--- config.mk ---
export PLATFORM = sky130hd
export DESIGN_NAME = bacb_core
export DESIGN_NICKNAME = d
export VERILOG_FILES = /design/src/bacb_pkg.sv /design/src/bacb_core.sv /design/src/bacb_bcd_fix.sv
export SDC_FILE = /design/constraint.sdc
export NUM_CORES = 1
export LEC_CHECK = 0
export BUFFER_PORTS_ARGS = -buffer_cell sky130_fd_sc_hd__clkbuf_2
export CORE_MARGIN = 5
export CORE_UTILIZATION = 38
export CTS_CLUSTER_DIAMETER = 120
export DETAILED_ROUTE_END_ITERATION = 8
export PLACE_DENSITY = 0.7
export SKIP_LAST_GASP = 1
export SLEW_MARGIN = 0
export SYNTH_ARGS = -nofsm -noshare
export SYNTH_HDL_FRONTEND = slang
export SYNTH_SLANG_ARGS = --single-unit
--- constraint.sdc ---
create_clock -name mclk_in -period 4 [get_ports mclk_in]
set_clock_uncertainty 0.05 [all_clocks]
set_input_delay 0.6 -clock mclk_in [delete_from_list [all_inputs] [get_ports mclk_in]]
set_output_delay 0.6 -clock mclk_in [all_outputs]
set_load 0.03 [all_outputs]
--- src/bacb_pkg.sv ---
`default_nettype none
package bacb_pkg;
    // ---------------------------------------------------------------
    // Widths and register map
    // ---------------------------------------------------------------
    localparam int BACB_DATA_W = 8;
    localparam int BACB_PC_W = 16;
    localparam int BACB_ADDR_W = 8;
    localparam logic [7:0] BACB_ADDR_FLAGS = 8'h00;
    localparam logic [7:0] BACB_ADDR_STATUS = 8'h04;
    localparam logic [7:0] BACB_ADDR_BRCOUNT = 8'h08;
    localparam logic [7:0] BACB_RDATA_IDLE = 8'h00;
    localparam logic [1:0] BACB_FLAGS_RSVD = 2'h0;

    // ---------------------------------------------------------------
    // Decimal adjust constants, pointer step and branch count step
    // ---------------------------------------------------------------
    localparam logic [3:0] BACB_BCD_MAX = 4'h9;
    localparam logic [3:0] BACB_BCD_HI_EDGE = 4'h8;
    localparam logic [7:0] BACB_FIX_NONE = 8'h00;
    localparam logic [7:0] BACB_FIX_ADD_LO = 8'h06;
    localparam logic [7:0] BACB_FIX_ADD_HI = 8'h60;
    localparam logic [7:0] BACB_FIX_ADD_BOTH = 8'h66;
    localparam logic [7:0] BACB_FIX_SUB_LO = 8'hfa;
    localparam logic [7:0] BACB_FIX_SUB_HI = 8'ha0;
    localparam logic [7:0] BACB_FIX_SUB_BOTH = 8'h9a;
    localparam logic [7:0] BACB_PTR_STEP = 8'h01;
    localparam logic [7:0] BACB_COUNT_STEP = 8'h01;

    // ---------------------------------------------------------------
    // Types
    // ---------------------------------------------------------------
    typedef enum logic [2:0] {
        BACB_OP_NONE,
        BACB_OP_COMPARE,
        BACB_OP_CIB_EQUAL,
        BACB_OP_CIB_UNEQUAL,
        BACB_OP_DECIMAL_ADJUST,
        BACB_OP_JUMP_NOT_BELOW
    } bacb_op_t;

    typedef struct packed {
        logic c;
        logic z;
        logic s;
        logic v;
        logic d;
        logic h;
        logic [1:0] rsvd;
    } bacb_flags_t;

    typedef struct packed {
        bacb_op_t op;
        logic [7:0] dst;
        logic [7:0] src;
        logic [7:0] disp;
        logic [15:0] pc_next;
        logic [7:0] ptr;
    } bacb_req_t;

    typedef struct packed {
        bacb_flags_t flags;
        logic done;
        logic [7:0] result;
        logic result_we;
        logic [7:0] ptr;
        logic ptr_we;
        logic pc_load;
        logic [15:0] pc_target;
        logic taken;
        logic [7:0] br_count;
        logic [7:0] rdata;
    } bacb_state_t;

    localparam bacb_state_t BACB_STATE_RST = '0;
endpackage
`default_nettype wire

--- src/bacb_core.sv ---
// Functional notes
// - Equal-form compare-increment-branch subtracts source from destination unstored and branches on zero.
// - Both compare-increment-branch forms add one to the source pointer whether or not they branch.
// - Both compare-increment-branch forms leave every condition flag untouched.
// - Unequal-form compare-increment-branch branches on a nonzero difference and also bumps the pointer.
// - Decimal adjust turns the byte into two packed BCD digits using carry and half-carry.
// - After an add, decimal adjust adds 06, 60, 66 or nothing and sets carry when the high fix applies.
// - After a subtract, decimal adjust adds FA, A0, 9A or nothing and keeps carry.
// - Decimal adjust carry is set when the high-digit fix applies after an add, cleared otherwise, and kept as it was after a subtract.
// - Decimal adjust sets zero when the adjusted byte is zero.
// - Decimal adjust copies bit 7 of the adjusted byte into sign.
// - A compare with destination below source sets carry so an unsigned-not-below jump falls through.
//
// The register addresses and strobed register access were decided locally.
`timescale 1ns/1ps
`default_nettype none
module bacb_core
    import bacb_pkg::*;
(
    input wire logic mclk_in,
    input wire logic rst_in,
    input wire logic start_in,
    input wire bacb_req_t req_in,
    input wire logic flags_wr_in,
    input wire bacb_flags_t flags_in,
    input wire logic [BACB_ADDR_W-1:0] addr_in,
    input wire logic [BACB_DATA_W-1:0] wdata_in,
    input wire logic wr_in,
    input wire logic rd_in,
    output logic [BACB_DATA_W-1:0] rdata_out,
    output logic done_out,
    output logic [BACB_DATA_W-1:0] result_out,
    output logic result_we_out,
    output logic [BACB_DATA_W-1:0] ptr_out,
    output logic ptr_we_out,
    output logic pc_load_out,
    output logic [BACB_PC_W-1:0] pc_target_out,
    output bacb_flags_t flags_out
);
    bacb_state_t st_r;
    bacb_state_t st_nxt;
    logic [8:0] diff;
    logic diff_zero;
    logic [15:0] target;
    logic [7:0] da_value;
    logic da_carry;
    logic sw_flags_wr;

    // ---------------------------------------------------------------
    // Decimal adjust datapath
    // ---------------------------------------------------------------
    bacb_bcd_fix u_bcd_fix (
        .value_in(req_in.dst),
        .carry_in(st_r.flags.c),
        .half_in(st_r.flags.h),
        .subtract_in(st_r.flags.d),
        .adjusted_out(da_value),
        .carry_out(da_carry)
    );

    // ---------------------------------------------------------------
    // Next state
    // ---------------------------------------------------------------
    always_comb
    begin
        st_nxt = st_r;
        st_nxt.done = 1'b0;
        st_nxt.result_we = 1'b0;
        st_nxt.ptr_we = 1'b0;
        st_nxt.pc_load = 1'b0;
        st_nxt.rdata = BACB_RDATA_IDLE;
        // Compare result is never stored, only inspected
        diff = {1'b0, req_in.dst} - {1'b0, req_in.src};
        diff_zero = (diff[7:0] == 8'h00);
        target = req_in.pc_next + {{8{req_in.disp[7]}}, req_in.disp};
        sw_flags_wr = wr_in && (addr_in == BACB_ADDR_FLAGS);

        // Software write first, core ALU load over it, own ops over both
        if (sw_flags_wr)
        begin
            st_nxt.flags = bacb_flags_t'(wdata_in);
            st_nxt.flags.rsvd = BACB_FLAGS_RSVD;
        end
        if (wr_in && (addr_in == BACB_ADDR_BRCOUNT))
        begin
            st_nxt.br_count = wdata_in;
        end
        if (flags_wr_in)
        begin
            st_nxt.flags = flags_in;
            st_nxt.flags.rsvd = BACB_FLAGS_RSVD;
        end

        if (start_in)
        begin
            st_nxt.done = 1'b1;
            case (req_in.op)
                BACB_OP_COMPARE:
                begin
                    st_nxt.flags.c = diff[8];
                    st_nxt.flags.z = diff_zero;
                    st_nxt.flags.s = diff[7];
                    st_nxt.flags.v = (req_in.dst[7] ^ req_in.src[7]) & (req_in.dst[7] ^ diff[7]);
                end
                BACB_OP_CIB_EQUAL, BACB_OP_CIB_UNEQUAL:
                begin
                    // Flags are rewritten with their old value, so any flag load this cycle is dropped
                    st_nxt.flags = st_r.flags;
                    st_nxt.ptr = req_in.ptr + BACB_PTR_STEP;
                    st_nxt.ptr_we = 1'b1;
                    if (req_in.op == BACB_OP_CIB_EQUAL)
                        st_nxt.taken = diff_zero;
                    else
                        st_nxt.taken = !diff_zero;
                    st_nxt.pc_load = st_nxt.taken;
                    st_nxt.pc_target = target;
                end
                BACB_OP_DECIMAL_ADJUST:
                begin
                    st_nxt.result = da_value;
                    st_nxt.result_we = 1'b1;
                    st_nxt.flags.c = da_carry;
                    st_nxt.flags.z = (da_value == 8'h00);
                    st_nxt.flags.s = da_value[7];
                end
                BACB_OP_JUMP_NOT_BELOW:
                begin
                    // Carry means the last compare saw a borrow
                    st_nxt.taken = !st_r.flags.c;
                    st_nxt.pc_load = !st_r.flags.c;
                    st_nxt.pc_target = target;
                end
                default:
                begin
                    st_nxt.done = 1'b0;
                end
            endcase
            if (st_nxt.pc_load)
            begin
                st_nxt.br_count = st_nxt.br_count + BACB_COUNT_STEP;
            end
        end

        // Register reads show state from before this cycle's updates
        if (rd_in)
        begin
            if (addr_in == BACB_ADDR_FLAGS)
                st_nxt.rdata = st_r.flags;
            else if (addr_in == BACB_ADDR_STATUS)
                st_nxt.rdata = {7'h00, st_r.taken};
            else if (addr_in == BACB_ADDR_BRCOUNT)
                st_nxt.rdata = st_r.br_count;
            else
                st_nxt.rdata = BACB_RDATA_IDLE;
        end
    end

    // ---------------------------------------------------------------
    // State register
    // ---------------------------------------------------------------
    always_ff @(posedge mclk_in)
    begin
        if (rst_in)
            st_r <= BACB_STATE_RST;
        else
            st_r <= st_nxt;
    end

    assign rdata_out = st_r.rdata;
    assign done_out = st_r.done;
    assign result_out = st_r.result;
    assign result_we_out = st_r.result_we;
    assign ptr_out = st_r.ptr;
    assign ptr_we_out = st_r.ptr_we;
    assign pc_load_out = st_r.pc_load;
    assign pc_target_out = st_r.pc_target;
    assign flags_out = st_r.flags;

    logic no_flag_writer;
    logic [3:0] dst_hi;
    logic [3:0] dst_lo;
    assign no_flag_writer = !flags_wr_in && !(wr_in && (addr_in == BACB_ADDR_FLAGS));
    assign dst_hi = req_in.dst[7:4];
    assign dst_lo = req_in.dst[3:0];
endmodule
`default_nettype wire

--- src/bacb_bcd_fix.sv ---
`timescale 1ns/1ps
`default_nettype none
module bacb_bcd_fix
    import bacb_pkg::*;
(
    input wire logic [7:0] value_in,
    input wire logic carry_in,
    input wire logic half_in,
    input wire logic subtract_in,
    output logic [7:0] adjusted_out,
    output logic carry_out
);
    logic lo_fix;
    logic hi_fix;
    logic [7:0] corr;

    // ---------------------------------------------------------------
    // Correction selection
    // ---------------------------------------------------------------
    always_comb
    begin
        lo_fix = half_in || (value_in[3:0] > BACB_BCD_MAX);
        hi_fix = carry_in || (value_in[7:4] > BACB_BCD_MAX)
                 || ((value_in[7:4] > BACB_BCD_HI_EDGE) && (value_in[3:0] > BACB_BCD_MAX));
        if (subtract_in)
        begin
            // After a subtraction carry is kept as it was
            case ({carry_in, half_in})
                2'h1: corr = BACB_FIX_SUB_LO;
                2'h2: corr = BACB_FIX_SUB_HI;
                2'h3: corr = BACB_FIX_SUB_BOTH;
                default: corr = BACB_FIX_NONE;
            endcase
            carry_out = carry_in;
        end
        else
        begin
            if (lo_fix && hi_fix)
                corr = BACB_FIX_ADD_BOTH;
            else if (hi_fix)
                corr = BACB_FIX_ADD_HI;
            else if (lo_fix)
                corr = BACB_FIX_ADD_LO;
            else
                corr = BACB_FIX_NONE;
            carry_out = hi_fix;
        end
        adjusted_out = value_in + corr;
    end
endmodule
`default_nettype wire

==> reports/results.txt, run 1 <==
The flow ran to the end, and the final reports show no timing, DRC or antenna violations. Number of global-route vias before repair: 4,163. Worst hold path class: reg -> reg. Via count of the routed design: 4,190.

The logs give 0 for the total setup violations reported at the end of the flow and 49 for the pin count of the biggest net entering global routing. Broken down by cell family, the worst path's largest delay share belongs to compound AO/OA/AOI/OAI gates. After detailed routing, the average wire length per cell comes to 15.2 um. In this design, the critical path's most frequently occurring cell is sky130_fd_sc_hd__a21o_1. The biggest area consumer among synthesized cells is sky130_fd_sc_hd__dfxtp_1. The synthesized-area fraction occupied by xor and xnor cells was 4.74%; the final hold violation count was 0. The run gives 0.0139 sq mm as the area of the die. The number of stages on the worst hold path was 2.

The utilization after layout is 45.6%. The share of final-layout standard cells stronger than drive strength 1 was 25.8%. At the pin with the least slew margin, the transition time is 0.956 ns. After synthesis, the largest family of logic cells by area is compound AO/OA/AOI/OAI gates.

TritonCTS built the clock tree. The placement-stage worst setup slack was 0.566 ns; the count of non-filler cells in the finished layout was 783. The logs give 0.903 for the last weighted congestion value of the routability-driven placer and 230 for the number of DRC markers in iteration 0.

The run gives 0 as the post-CTS setup buffer count. For the count of antenna diodes in the layout, the log shows 0. The per-cell via count in the routed design is 5.35.

In this run the worst setup path begins at req_in[8]. Initial antenna violation count: 2. Once detail routing completed, the nets flagged for antenna violations numbered 0. The worst setup path is captured at a register. The run gives 59 as the number of clock sinks. Post-CTS repair changed the size of 0 cells. The instance count after placement with tap cells included is 768. The number of nets in the final layout was 753; the total design power was 1.98 mW.

Clock transition time at the flip-flop clock pins of the worst setup and hold paths: 0.05 ns. The longest individual stage delay on the worst path came out at 0.85 ns. Setup repair after global routing left no endpoint under its margin. In the routed design, unresolved DRC markers number 0. Across all hold checks on the routed design, the worst slack comes to 0.406 ns. The critical path data arrival time is 3.49 ns, and the worst path required time is 4.21 ns. Maximum fanout along the worst path: 3.

For this configuration, the core starts out at a cell density of 38.9%. Post-synthesis compound-gate area fraction: 21.7%. The remaining global-route overflow is 0. The layout overhead on the synthesized area came out at 17.3%. The signal on the critical path passes through clkbuf_2 -> ha_1 -> fa_1 -> a21o_1 -> a21oi_1 -> o211ai_1 -> a2111oi_0 -> o21ai_0 -> a21o_1 -> a31oi_1. The tools report the final routed wirelength across all metal layers as 11,900 um. Yosys attributes the largest share of cell area to sky130_fd_sc_hd__dfxtp_1, sky130_fd_sc_hd__ha_1, sky130_fd_sc_hd__buf_4, sky130_fd_sc_hd__a21oi_1, sky130_fd_sc_hd__nand2_1. The sequential area share after synthesis came out at 26.6%.

Across the run, the number of max-cap violations was 0. The wire-length estimate of the detail-placed layout is 9350 um. The kind of launch point of the worst setup path is an input pin. The path with the worst hold slack has its endpoint at pc_target_out[4]. The cell area power density is 380 mW/mm^2.

The capture instance of the worst register-to-register path was flags_out[6]. The width of the die was 118 um; the post-synthesis simple-gate area fraction was 20.0%. In the synthesized netlist the dominant register cell turns out to be sky130_fd_sc_hd__dfxtp_1. No sink is reached through more buffers than the 2 on the longest clock path. The number of slew-limit violations in the final report is 0, and the quantity of I/O buffers inserted on ports is 128.

The cell at the root of the clock tree was sky130_fd_sc_hd__clkbuf_16. The number of enable flip-flop cells after synthesis was 0; the floorplan core area was 0.0114 sq mm. Global routing used 16.9% of the available tracks across all layers. The run gives 58 as the unique cell type count in the Yosys netlist. In this run the tightest slew margin relative to its limit is 34.7%.

The number of rows in the core area was 39. The mux contribution to synthesized area works out to 4.26%. The setup path with the least slack is of type in -> reg. IR analysis of the VDD net gives a maximum drop of 0.269 mV.

The worst register-to-register path has a depth of 10. The CTS buffer count was 9. For the worst-skew pair, the clock arrives at the later sink with an insertion delay of 0.33 ns. On the critical path, the stage with the largest delay is an instance of sky130_fd_sc_hd__a2111oi_0. After layout, the worst path uses 82.1% of the clock period. Summing every instance area after synthesis gives 0.00444 sq mm.

The run gives 304 MHz as the highest achievable clock rate. The total non-filler cell area in the finished layout was 0.00520 sq mm; the number of warnings printed during yosys synthesis was 0. Counting every instance in the synthesized netlist gives 559. The tools report the leakage power figure as 2.38 nW.

The worst path needs 3.29 ns of the cycle, external delays included. The wire length of the first global-routing pass is 19,700 um, and the number of buffer and inverter instances along the worst setup path is 1. The placed cell area was 0.00486 sq mm; the final total negative setup slack was 0 ns. The average footprint of a synthesized cell was 7.94 sq um; the adder-cell area share of the yosys netlist was 10.5%. During I/O placement, the number of pins put on the boundary was 133. The final worst-path setup slack was 0.715 ns.

In this run the most critical hold path is launched from pc_target_out[4]. The run gives 0 as the count of hold buffers inserted by post-cts repair. The logs give 1.04 ns for the slack of the worst reg-to-reg path and 5 for the length of the first detailed-routing pass in iterations. The register bit total from synthesis was 59.

Floorplan die height: 118 um. Area share of the largest cell type after synthesis: 26.6%. The startpoint identified for the worst register-to-register timing path is flags_out[2]. For this run, asynchronously set or reset flops after synthesis account for 0%.

The H-tree generated during clock tree synthesis spans 3 levels.
## cells in the final DEF, fill, tap and decap left out, types with 12 or more instances in the layout
cell,instances
sky130_fd_sc_hd__nand3_1,16
sky130_fd_sc_hd__a21oi_1,49
sky130_fd_sc_hd__xnor2_1,18
sky130_fd_sc_hd__nor2_1,34
sky130_fd_sc_hd__nand2_1,56
sky130_fd_sc_hd__a211oi_1,16
sky130_fd_sc_hd__inv_1,27
sky130_fd_sc_hd__a21o_1,12
sky130_fd_sc_hd__dfxtp_1,59
sky130_fd_sc_hd__clkbuf_2,128
sky130_fd_sc_hd__ha_1,34
sky130_fd_sc_hd__o21ai_0,27
## sequential cells by signal, indices dropped and copies added (netlist names)
register and count:
done_out 1, rdata_out 8, result_we_out 1, flags_out 6, ptr_out 8, ptr_we_out 1
result_out 8, pc_target_out 16, st_r 9, pc_load_out 1
## cell families (layout without fill, tap and decap cells)
group / Yosys count / count (layout)
other cells: 1 / 2
fa+ha+maj: 36 / 36
compound gates: 151 / 151
simple gates: 175 / 175
mux: 18 / 18
buf+inv: 95 / 175
flops: 59 / 59
xor+xnor: 24 / 24
## how the worst max path moves through the flow
| stage | end | slack (ns) | depth (start not counted) |
|---|---|---|---|
| after floorplan | st_r[9] | 0.85 | 10 |
| after global placement | st_r[9] | 0.60 | 9 |
| after detailed placement | st_r[9] | 0.57 | 9 |
| after CTS | st_r[9] | 0.91 | 9 |
| after global routing | pc_target_out[14] | 0.60 | 10 |
| final | pc_target_out[14] | 0.71 | 10 |
## layer usage
layer	vias up	share of wire (%)	global-route usage [%]
met5	-	0.18	0
met4	4	2.1	6.09
met3	17	9.5	7.06
met2	138	46	27.5
met1	1926	42	19.8
li1	2105	-	-
## cell type report
class	count	area, sq um
Clock buffer	11	243
Clock inverter	4	98.8
Fill cell	1127	6210
Inverter	27	101
Multi-Input combinational cell	406	2720
Sequential cell	59	1180
Tap cell	143	179
Timing Repair Buffer	133	678
## cells in the mapped netlist, drive strengths merged (3+ instances only)
cell type / number
or4: 5
o21bai: 3
nand4: 8
nor3: 11
a31oi: 8
o22ai: 4
ha: 34
a2111oi: 3
clkbuf: 19
inv: 27
nor2: 34
xnor2: 18
nand2b: 4
mux2i: 11
or2: 5
a21o: 12
xor2: 6
a21boi: 3
dfxtp: 59
a211oi: 16
a21oi: 49
or3: 5
mux2: 7
and4: 3
and3: 4
and2: 5
nand3b: 4
a22oi: 6
nand2: 56
nor3b: 3
o21ai: 28
nand3: 16
buf: 49
o21a: 8
## report_power, final
group	leakage, nW	total, mW	internal, mW	switching [mW]
Clock	0.166	0.901	0.623	0.278
Sequential	0.480	0.632	0.614	0.0187
Combinational	1.74	0.446	0.179	0.267
## worst min-delay path, delay by kind of cell, from the launching register on
kind / cells / cell delay (ns)
flip-flops: 1 / 0.31
AND/OR/NAND/NOR: 1 / 0.05
AO/OA/AOI/OAI: 1 / 0.05
Power figures use the tool's default switching activity.
==> run 2, diff against run 1 <==
ABC_AREA = 1   (was default)
PLACE_DENSITY = 0.72   (was 0.7)
clock period = 2.7 ns   (was 4 ns; I/O delays follow)
==> run 2 against run 1 <==
Net effect:
- synthesized cell count rose by 17%
- area after synthesis up 1.0%
- register-to-register slack worse by 0.61 ns
- via count grew 2.0%
- count of clock-buffer cells in the layout is the same
- total power up 38%
==> reports/results.txt, run 2 <==
The run gives 2 (unchanged) as the largest buffer count on any clock path. The proportion of synthesized flip-flops having asynchronous set or reset is 0% (unchanged), and the combined area of the multi-input logic cells is 0.00254 sq mm (-6.8%). For the H-tree level count, the log shows 3 (unchanged). The library cells used most frequently in the layout, excluding fill and tap cells, are sky130_fd_sc_hd__nand2_1, sky130_fd_sc_hd__clkbuf_2, sky130_fd_sc_hd__inv_1. The tools report the floorplan core area as 0.0115 sq mm (+0.43%). The register bit total from synthesis was 59 (unchanged). The run finished with clean final reports. The number of enable flip-flop cells after synthesis is 0 (unchanged), and the per-cell via count in the routed design is 4.78 (-11%).

The number of global-route vias before repair is 3,954 (-5.0%), and the residual antenna-violating net count after detailed routing is 0 (unchanged). The remaining global-route overflow came out at 0 (unchanged). The leakage power figure came out at 2.82 nW (+18%). The critical path goes through clkbuf_2 -> o21ai_0 -> o21ai_0 -> ha_1 -> fa_1 -> nand3_1 -> nand2_1 -> a21oi_1 -> nor2_1 -> nor2_1 -> xnor2_1 -> or2_2 -> a31oi_1.

The length of the first detailed-routing pass in iterations is 4 (-1). The count of antenna diodes in the layout came out at 0 (unchanged). The worst ir drop on vdd is 0.294 mV (+9.0%).

The worst register-to-register path begins at flags_out[2]. The tools report the number of nets in the final layout as 864 (+15%). The final routed wirelength across all metal layers was 11,100 um (-6.9%); the synthesized instance count was 656 (+17%). The net switching power came out at 841 uW (+49%).

Kind of launch point of the worst setup path: an input pin. The worst hold path begins at req_in[0]. The worst path required time was 2.90 ns (-1.31 ns). The relative contribution of the clock network to total power was 41.3% (-4.2 points).

The post-synthesis cell area is 0.00448 sq mm (+1.0%). The tools report the cell-internal power as 1.90 mW (+34%). Setup repair after global routing left no endpoint under its margin. The cell area power density was 522 mW/mm^2 (+37%); the switching share of total power was 30.7% (+2.2 points). The logs give 9 (unchanged) for the CTS buffer count and 34.1% (+2.2 points) for the register share of total power.

For the sequential area share after synthesis, the log shows 26.3% (-0.27 points). The critical path data arrival time was 2.61 ns (-0.88 ns); the number of clock sinks was 59 (unchanged). The worst setup path startpoint was req_in[42]. The depth of the worst register-to-register path is 12 (+2). The biggest area consumer among synthesized cells is sky130_fd_sc_hd__dfxtp_1.

The maximum fanout along the worst path is 3 (unchanged), and the share of final-layout standard cells stronger than drive strength 1 is 23.7% (-2.1 points). The wire length of the first global-routing pass was 18,200 um (-7.4%); the final total negative setup slack was 0 ns (unchanged). The count of hold buffers inserted by post-cts repair came out at 0 (unchanged).

The residual DRC count was 0 (unchanged); the count of non-filler cells in the finished layout was 895 (+14%). The run gives 2.74 mW (+38%) as the total design power. The commonest cells after synthesis are sky130_fd_sc_hd__nand2_1, sky130_fd_sc_hd__inv_1, sky130_fd_sc_hd__nor2_1, sky130_fd_sc_hd__dfxtp_1, sky130_fd_sc_hd__a21oi_1. The tools report the instance count after placement with tap cells included as 879 (+14%). The insertion delay of the later-clocked pin in the worst-skew pair was 0.32 ns (about the same). The most instantiated flip-flop cell in the synthesis netlist was sky130_fd_sc_hd__dfxtp_1. The critical path is of the in -> reg type.

Library cell contributing the largest single delay on the critical path: sky130_fd_sc_hd__fa_1. Floorplan die height: 119 um (+0.46%). For the global router's overall resource usage, the log shows 15.3% (-1.6 points). The number of max-cap violations is 0 (unchanged), and the number of buffer and inverter instances along the worst setup path is 1 (unchanged).

The total setup violations reported at the end of the flow was 0 (unchanged). The number of DRC markers in iteration 0 was 204 (-11%); the number of flip-flops under the largest register name was 16 (unchanged). The logs give 0 (-2) for the initial antenna violation count and 24.6% (+2.1 points) for the relative contribution of combinational cells to total power. Sum of net half-perimeters after detailed placement: 8950 um (-4.3%). The width of the die was 119 um (+0.46%). The final-layout worst hold slack was 0.271 ns (-0.135 ns). For the number of resized instances in the post-cts repair step, the log shows 0 (unchanged). TritonCTS built the clock tree.

Clock tree synthesis selected as its root buffer the cell sky130_fd_sc_hd__clkbuf_16. The number of rows in the core area was 39 (unchanged). The area of the die is 0.0141 sq mm (+0.93%). Of the available clock period, the critical path in the final layout requires 89.3%. The run gives 0 (unchanged) as the number of slew-limit violations in the final report.

Post-CTS setup buffer count: 0 (unchanged). The tools report the number of top-level pins as 133 (unchanged). Yosys instantiated no cell more often than sky130_fd_sc_hd__nand2_1.

The smallest clock period supported by the final layout is computed as 2.41 ns. The quantity of I/O buffers inserted on ports was 128 (unchanged). The area share of the largest cell type after synthesis works out to 26.3% (-0.27 points). Sorting the synthesized cells by area gives the leading types as sky130_fd_sc_hd__dfxtp_1, sky130_fd_sc_hd__nand2_1, sky130_fd_sc_hd__ha_1, sky130_fd_sc_hd__buf_4, sky130_fd_sc_hd__inv_1. The utilization after layout was 45.8% (+0.22 points). Worst hold path class: in -> reg. The final hold violation count came out at 0 (unchanged). The last weighted congestion value of the routability-driven placer is 0.906 (+0.34%), and the layout overhead on the synthesized area is 17.1%. Clock transition time at the flip-flop clock pins of the worst setup and hold paths: 0.06 ns (about the same). The tools report the starting density of the core as 39.1% (+0.23 points).

For the number of warnings printed during yosys synthesis, the log shows 0 (unchanged). The wire length per cell after detailed routing works out to 12.3 um (-19%). The tools report the fill cell total of the finished layout as 1,162 (+3.1%). The area occupied by registers came out at 0.00118 sq mm (unchanged). STA classifies the critical path endpoint as a register.

The kind of cell adding the most delay to the critical path is compound AO/OA/AOI/OAI gates. Timing would allow up to 415 MHz. For the unique cell type count in the Yosys netlist, the log shows 45 (-22%). The pin count of the biggest net entering global routing is 32 (-35%), and the via count of the routed design is 4,275 (+2.0%).

The average footprint of a synthesized cell was 6.83 sq um (-14%). The number of stages on the worst hold path is 2 (unchanged), and the longest individual stage delay on the worst path is 0.41 ns (-0.44 ns). The cell depth of the worst setup path was 13 (+3).
==> run 2: cell count changes after synthesis, moves of 10 or more <==
| cell | change |
|---|---|
| sky130_fd_sc_hd__a211oi_1 | -15 |
| sky130_fd_sc_hd__clkbuf_1 | -17 |
| sky130_fd_sc_hd__inv_1 | +60 |
| sky130_fd_sc_hd__mux2i_1 | -10 |
| sky130_fd_sc_hd__nand2_1 | +72 |
| sky130_fd_sc_hd__nand2_2 | +10 |
| sky130_fd_sc_hd__nand3_1 | +19 |
| sky130_fd_sc_hd__nor2_1 | +27 |
| sky130_fd_sc_hd__o21ai_0 | +16 |
==> run 2: area by class of cell <==
class / count / share of cell area, %
Clock buffer: 11 / 4.62
Clock inverter: 5 / 1.00
Inverter: 89 / 6.36
Multi-Input combinational cell: 449 / 48.3
Sequential cell: 59 / 22.5
Tap cell: 143 / 3.41
Timing Repair Buffer: 139 / 13.8
==> run 2: routing by layer <==
| metal | GRT usage [%] | routed length (um) |
|---|---|---|
| met5 | 0 | 0 |
| met4 | 3.54 | 93 |
| met3 | 5.11 | 978 |
| met1 | 19.9 | 5030 |
| met2 | 24.7 | 4950 |
==> run 2: final timing paths <==
check / end / slack [ns]
max: flags_out[5] / 0.29
min: ptr_out[0] / 0.27
max reg2reg: flags_out[5] / 0.43
min reg2reg: rdata_out[1] / 0.41
==> run 2: power groups by stage <==
stage	registers (mW)	logic, mW	clock network (mW)
global placement	0.951	0.666	0
global route	0.938	0.762	1.21
detailed placement	0.952	0.674	0
CTS	0.934	0.678	1.16
finish	0.933	0.673	1.13
floorplan	0.949	0.519	0
==> run 2: cell families after synthesis <==
group / synth area share, %
other: 0.0836
buffers and inverters: 17.1
muxes: 0.223
xor gates and xnor gates: 3.91
AOI/OAI and AO/OA: 17.0
DFF: 26.3
and+or+nand+nor: 25.0
adders and majority gates: 10.4
==> run 2: metrics by stage <==
step / setup WS, ns / cell area [sq um]
after global routing: 0.0793 / 5250
after floorplan: 0.356 / 4490
final: 0.290 / 5250
after CTS: 0.310 / 5250
after global placement: -0.00990 / 4960
after detailed placement: -0.0251 / 4960
==> run 3, diff against run 2 <==
CTS_BUF_LIST = sky130_fd_sc_hd__clkbuf_4 sky130_fd_sc_hd__clkbuf_8 sky130_fd_sc_hd__clkbuf_16   (was default)
==> run 3 against run 2 <==
Net effect:
- sequential cell count stayed put
- first-iteration DRC count is 20% higher
- fmax is 0.21% higher
- non-clock buffer count stayed put
- final cell count stayed put
- register-to-register slack hardly changed
- wire length is 0.15% higher
- largest cell class unchanged
==> reports/results.txt, run 3 (synthesis gave the netlist of run 2 again) <==
The run finished with clean final reports. The worst path required time came out at 2.90 ns (about the same). Number of nets in the final layout: 864 (unchanged). The residual antenna-violating net count after detailed routing came out at 0 (unchanged). The largest buffer count on any clock path is 2 (unchanged), and the last weighted congestion value of the routability-driven placer is 0.906 (unchanged). The fill cell total of the finished layout is 1,160 (-0.17%), and the CTS buffer count is 9 (unchanged).

The quantity of I/O buffers inserted on ports was 128 (unchanged); the highest achievable clock rate was 416 MHz (+0.21%). Floorplan die height: 119 um (unchanged). The run gives 0 (unchanged) as the residual DRC count. The maximum fanout along the worst path was 3 (unchanged).

Area of the die: 0.0141 sq mm (unchanged). Kind of capture point of the worst setup path: a register. Width of the die: 119 um (unchanged). The path type of the worst setup path is in -> reg.

STA classifies the critical path startpoint as an input pin. Insertion delay of the later-clocked pin in the worst-skew pair: 0.32 ns (about the same). For the total design power, the log shows 2.75 mW (+0.49%). The share of final-layout standard cells stronger than drive strength 1 is 23.8% (+0.13 points). In this run the clock root is driven by a sky130_fd_sc_hd__clkbuf_16. The layout overhead on the synthesized area is 17.2% (about the same). The logs give 41.6% (+0.3 points) for the relative contribution of the clock network to total power and 0 (unchanged) for the number of resized instances in the post-cts repair step. The tools report the count of hold buffers inserted by post-cts repair as 0 (unchanged). The global router's overall resource usage is 15.3% (about the same). The cell area power density works out to 524 mW/mm^2 (+0.42%). The tools report the instance count after placement with tap cells included as 879 (unchanged). Number of DRC markers in iteration 0: 244 (+20%). The kind of cell adding the most delay to the critical path was compound AO/OA/AOI/OAI gates. The number of flip-flops under the largest register name was 16 (unchanged); the floorplan core area was 0.0115 sq mm (unchanged).

The tools report the number of max-cap violations as 0 (unchanged). Traced cell by cell, the critical path runs through clkbuf_2 -> o21ai_0 -> o21ai_0 -> ha_1 -> fa_1 -> nand3_1 -> nand2_1 -> a21oi_1 -> nor2_1 -> nor2_1 -> xnor2_1 -> or2_2 -> a31oi_1. The count of non-filler cells in the finished layout is 895 (unchanged). Register share of total power: 33.9% (-0.2 points). Longest individual stage delay on the worst path: 0.41 ns (about the same). The net switching power was 845 uW (+0.41%). The number of buffer and inverter instances along the worst setup path is 1 (unchanged). The run gives 39 (unchanged) as the number of rows in the core area. The worst ir drop on vdd is 0.295 mV (+0.63%).

The tools report the initial antenna violation count as 0 (unchanged). In the layout the commonest cells are sky130_fd_sc_hd__nand2_1, sky130_fd_sc_hd__clkbuf_2, sky130_fd_sc_hd__inv_1. The number of slew-limit violations in the final report was 0 (unchanged). Setup repair after global routing left no endpoint under its margin. The leakage power figure was 2.82 nW (+0.12%). Switching share of total power: 30.7% (about the same).

The critical path data arrival time was 2.61 ns (about the same); the post-CTS setup buffer count was 0 (unchanged). The relative contribution of combinational cells to total power is 24.5% (about the same), and the placement-stage worst setup slack is -0.0251 ns (unchanged). The post-route minimum period works out to 2.41 ns (-0.00514 ns). The portion of the clock cycle consumed by the worst path in the final layout came out at 89.1% (-0.19 points). Count of antenna diodes in the layout: 0 (unchanged). The length of the first detailed-routing pass in iterations was 5 (+1); the final worst-path setup slack was 0.295 ns (+0.00514 ns). The per-cell via count in the routed design came out at 4.83 (+1.2%). The logs give 18,200 um (+0.11%) for the wire length of the first global-routing pass and 133 (unchanged) for the number of top-level pins. The number of global-route vias before repair is 3,976 (+0.56%), and the pin count of the biggest net entering global routing is 32 (unchanged).

The run gives 4,327 (+1.2%) as the via count of the routed design. TritonCTS built the clock tree. The clock transition time at the flip-flop clock pins of the worst setup and hold paths works out to 0.06 ns (about the same). The cell-internal power is 1.91 mW (+0.53%), and the utilization after layout is 45.8% (about the same). The tools report the remaining global-route overflow as 0 (unchanged). The number of clock sinks was 59 (unchanged). The sum of net half-perimeters after detailed placement came out at 8950 um (unchanged). The H-tree level count was 3 (unchanged); the final-layout worst hold slack was 0.270 ns (-0.00135 ns).

The starting density of the core is 39.1% (unchanged). The run gives 11,100 um (+0.15%) as the final routed wirelength across all metal layers. The tools report the final hold violation count as 0 (unchanged). The worst hold path class was in -> reg. The library cell contributing the largest single delay on the critical path is sky130_fd_sc_hd__fa_1. The wire length per cell after detailed routing came out at 12.4 um (+0.15%).

Total setup violations reported at the end of the flow: 0 (unchanged).
-- run 3: cell count changes in the layout (fill, tap and decap cells not counted) --
| cell | previous run | this run |
|---|---|---|
| sky130_fd_sc_hd__clkbuf_1 | 1 | 0 |
| sky130_fd_sc_hd__clkbuf_4 | 0 | 1 |
-- run 3: power groups by stage --
stage / registers, mW / logic, mW / clock network [mW]
2_1_floorplan: 0.949 / 0.519 / 0
3_3_place_gp: 0.951 / 0.666 / 0
3_5_place_dp: 0.952 / 0.674 / 0
4_1_cts: 0.934 / 0.678 / 1.17
5_1_grt: 0.938 / 0.762 / 1.22
6_report: 0.934 / 0.673 / 1.15
-- run 3: per-layer routing --
layer	share of wire (%)	wire, um	global-route usage, %	vias up
met5	0	0	0	-
met4	0.93	103	3.76	0
met3	8.8	976	5.11	15
met2	45	4970	24.7	144
met1	45	5020	19.8	1894
li1	-	-	-	2274
-- run 3: final cells by class --
| type | instances | area (sq um) | area share, % |
|---|---|---|---|
| multi-input cells | 449 | 2540 | 48.3 |
| inverters | 89 | 334 | 6.36 |
| clock buffers | 11 | 246 | 4.69 |
| well taps | 143 | 179 | 3.40 |
| clock inverters | 5 | 52.6 | 1.00 |
| repair buffers | 139 | 723 | 13.8 |
| flip-flops and latches | 59 | 1180 | 22.5 |
-- run 3: final timing paths --
kind                      from      endpoint  slack [ns]  depth (start not counted)
setup / recovery    req_in[42]  flags_out[5]        0.29                         13
hold / removal       req_in[0]    ptr_out[0]        0.27                          2
setup reg to reg  flags_out[2]  flags_out[5]        0.43                         12
hold reg to reg        st_r[9]  rdata_out[1]        0.40                          2
-- run 3: per-stage QoR --
| step | TNS (ns) | area [sq um] |
|---|---|---|
| final | 0 | 5260 |
| after global routing | 0 | 5260 |
| after CTS | 0 | 5260 |
| after detailed placement | -0.0251 | 4960 |
| after global placement | -0.00990 | 4960 |
| after floorplan | 0 | 4490 |
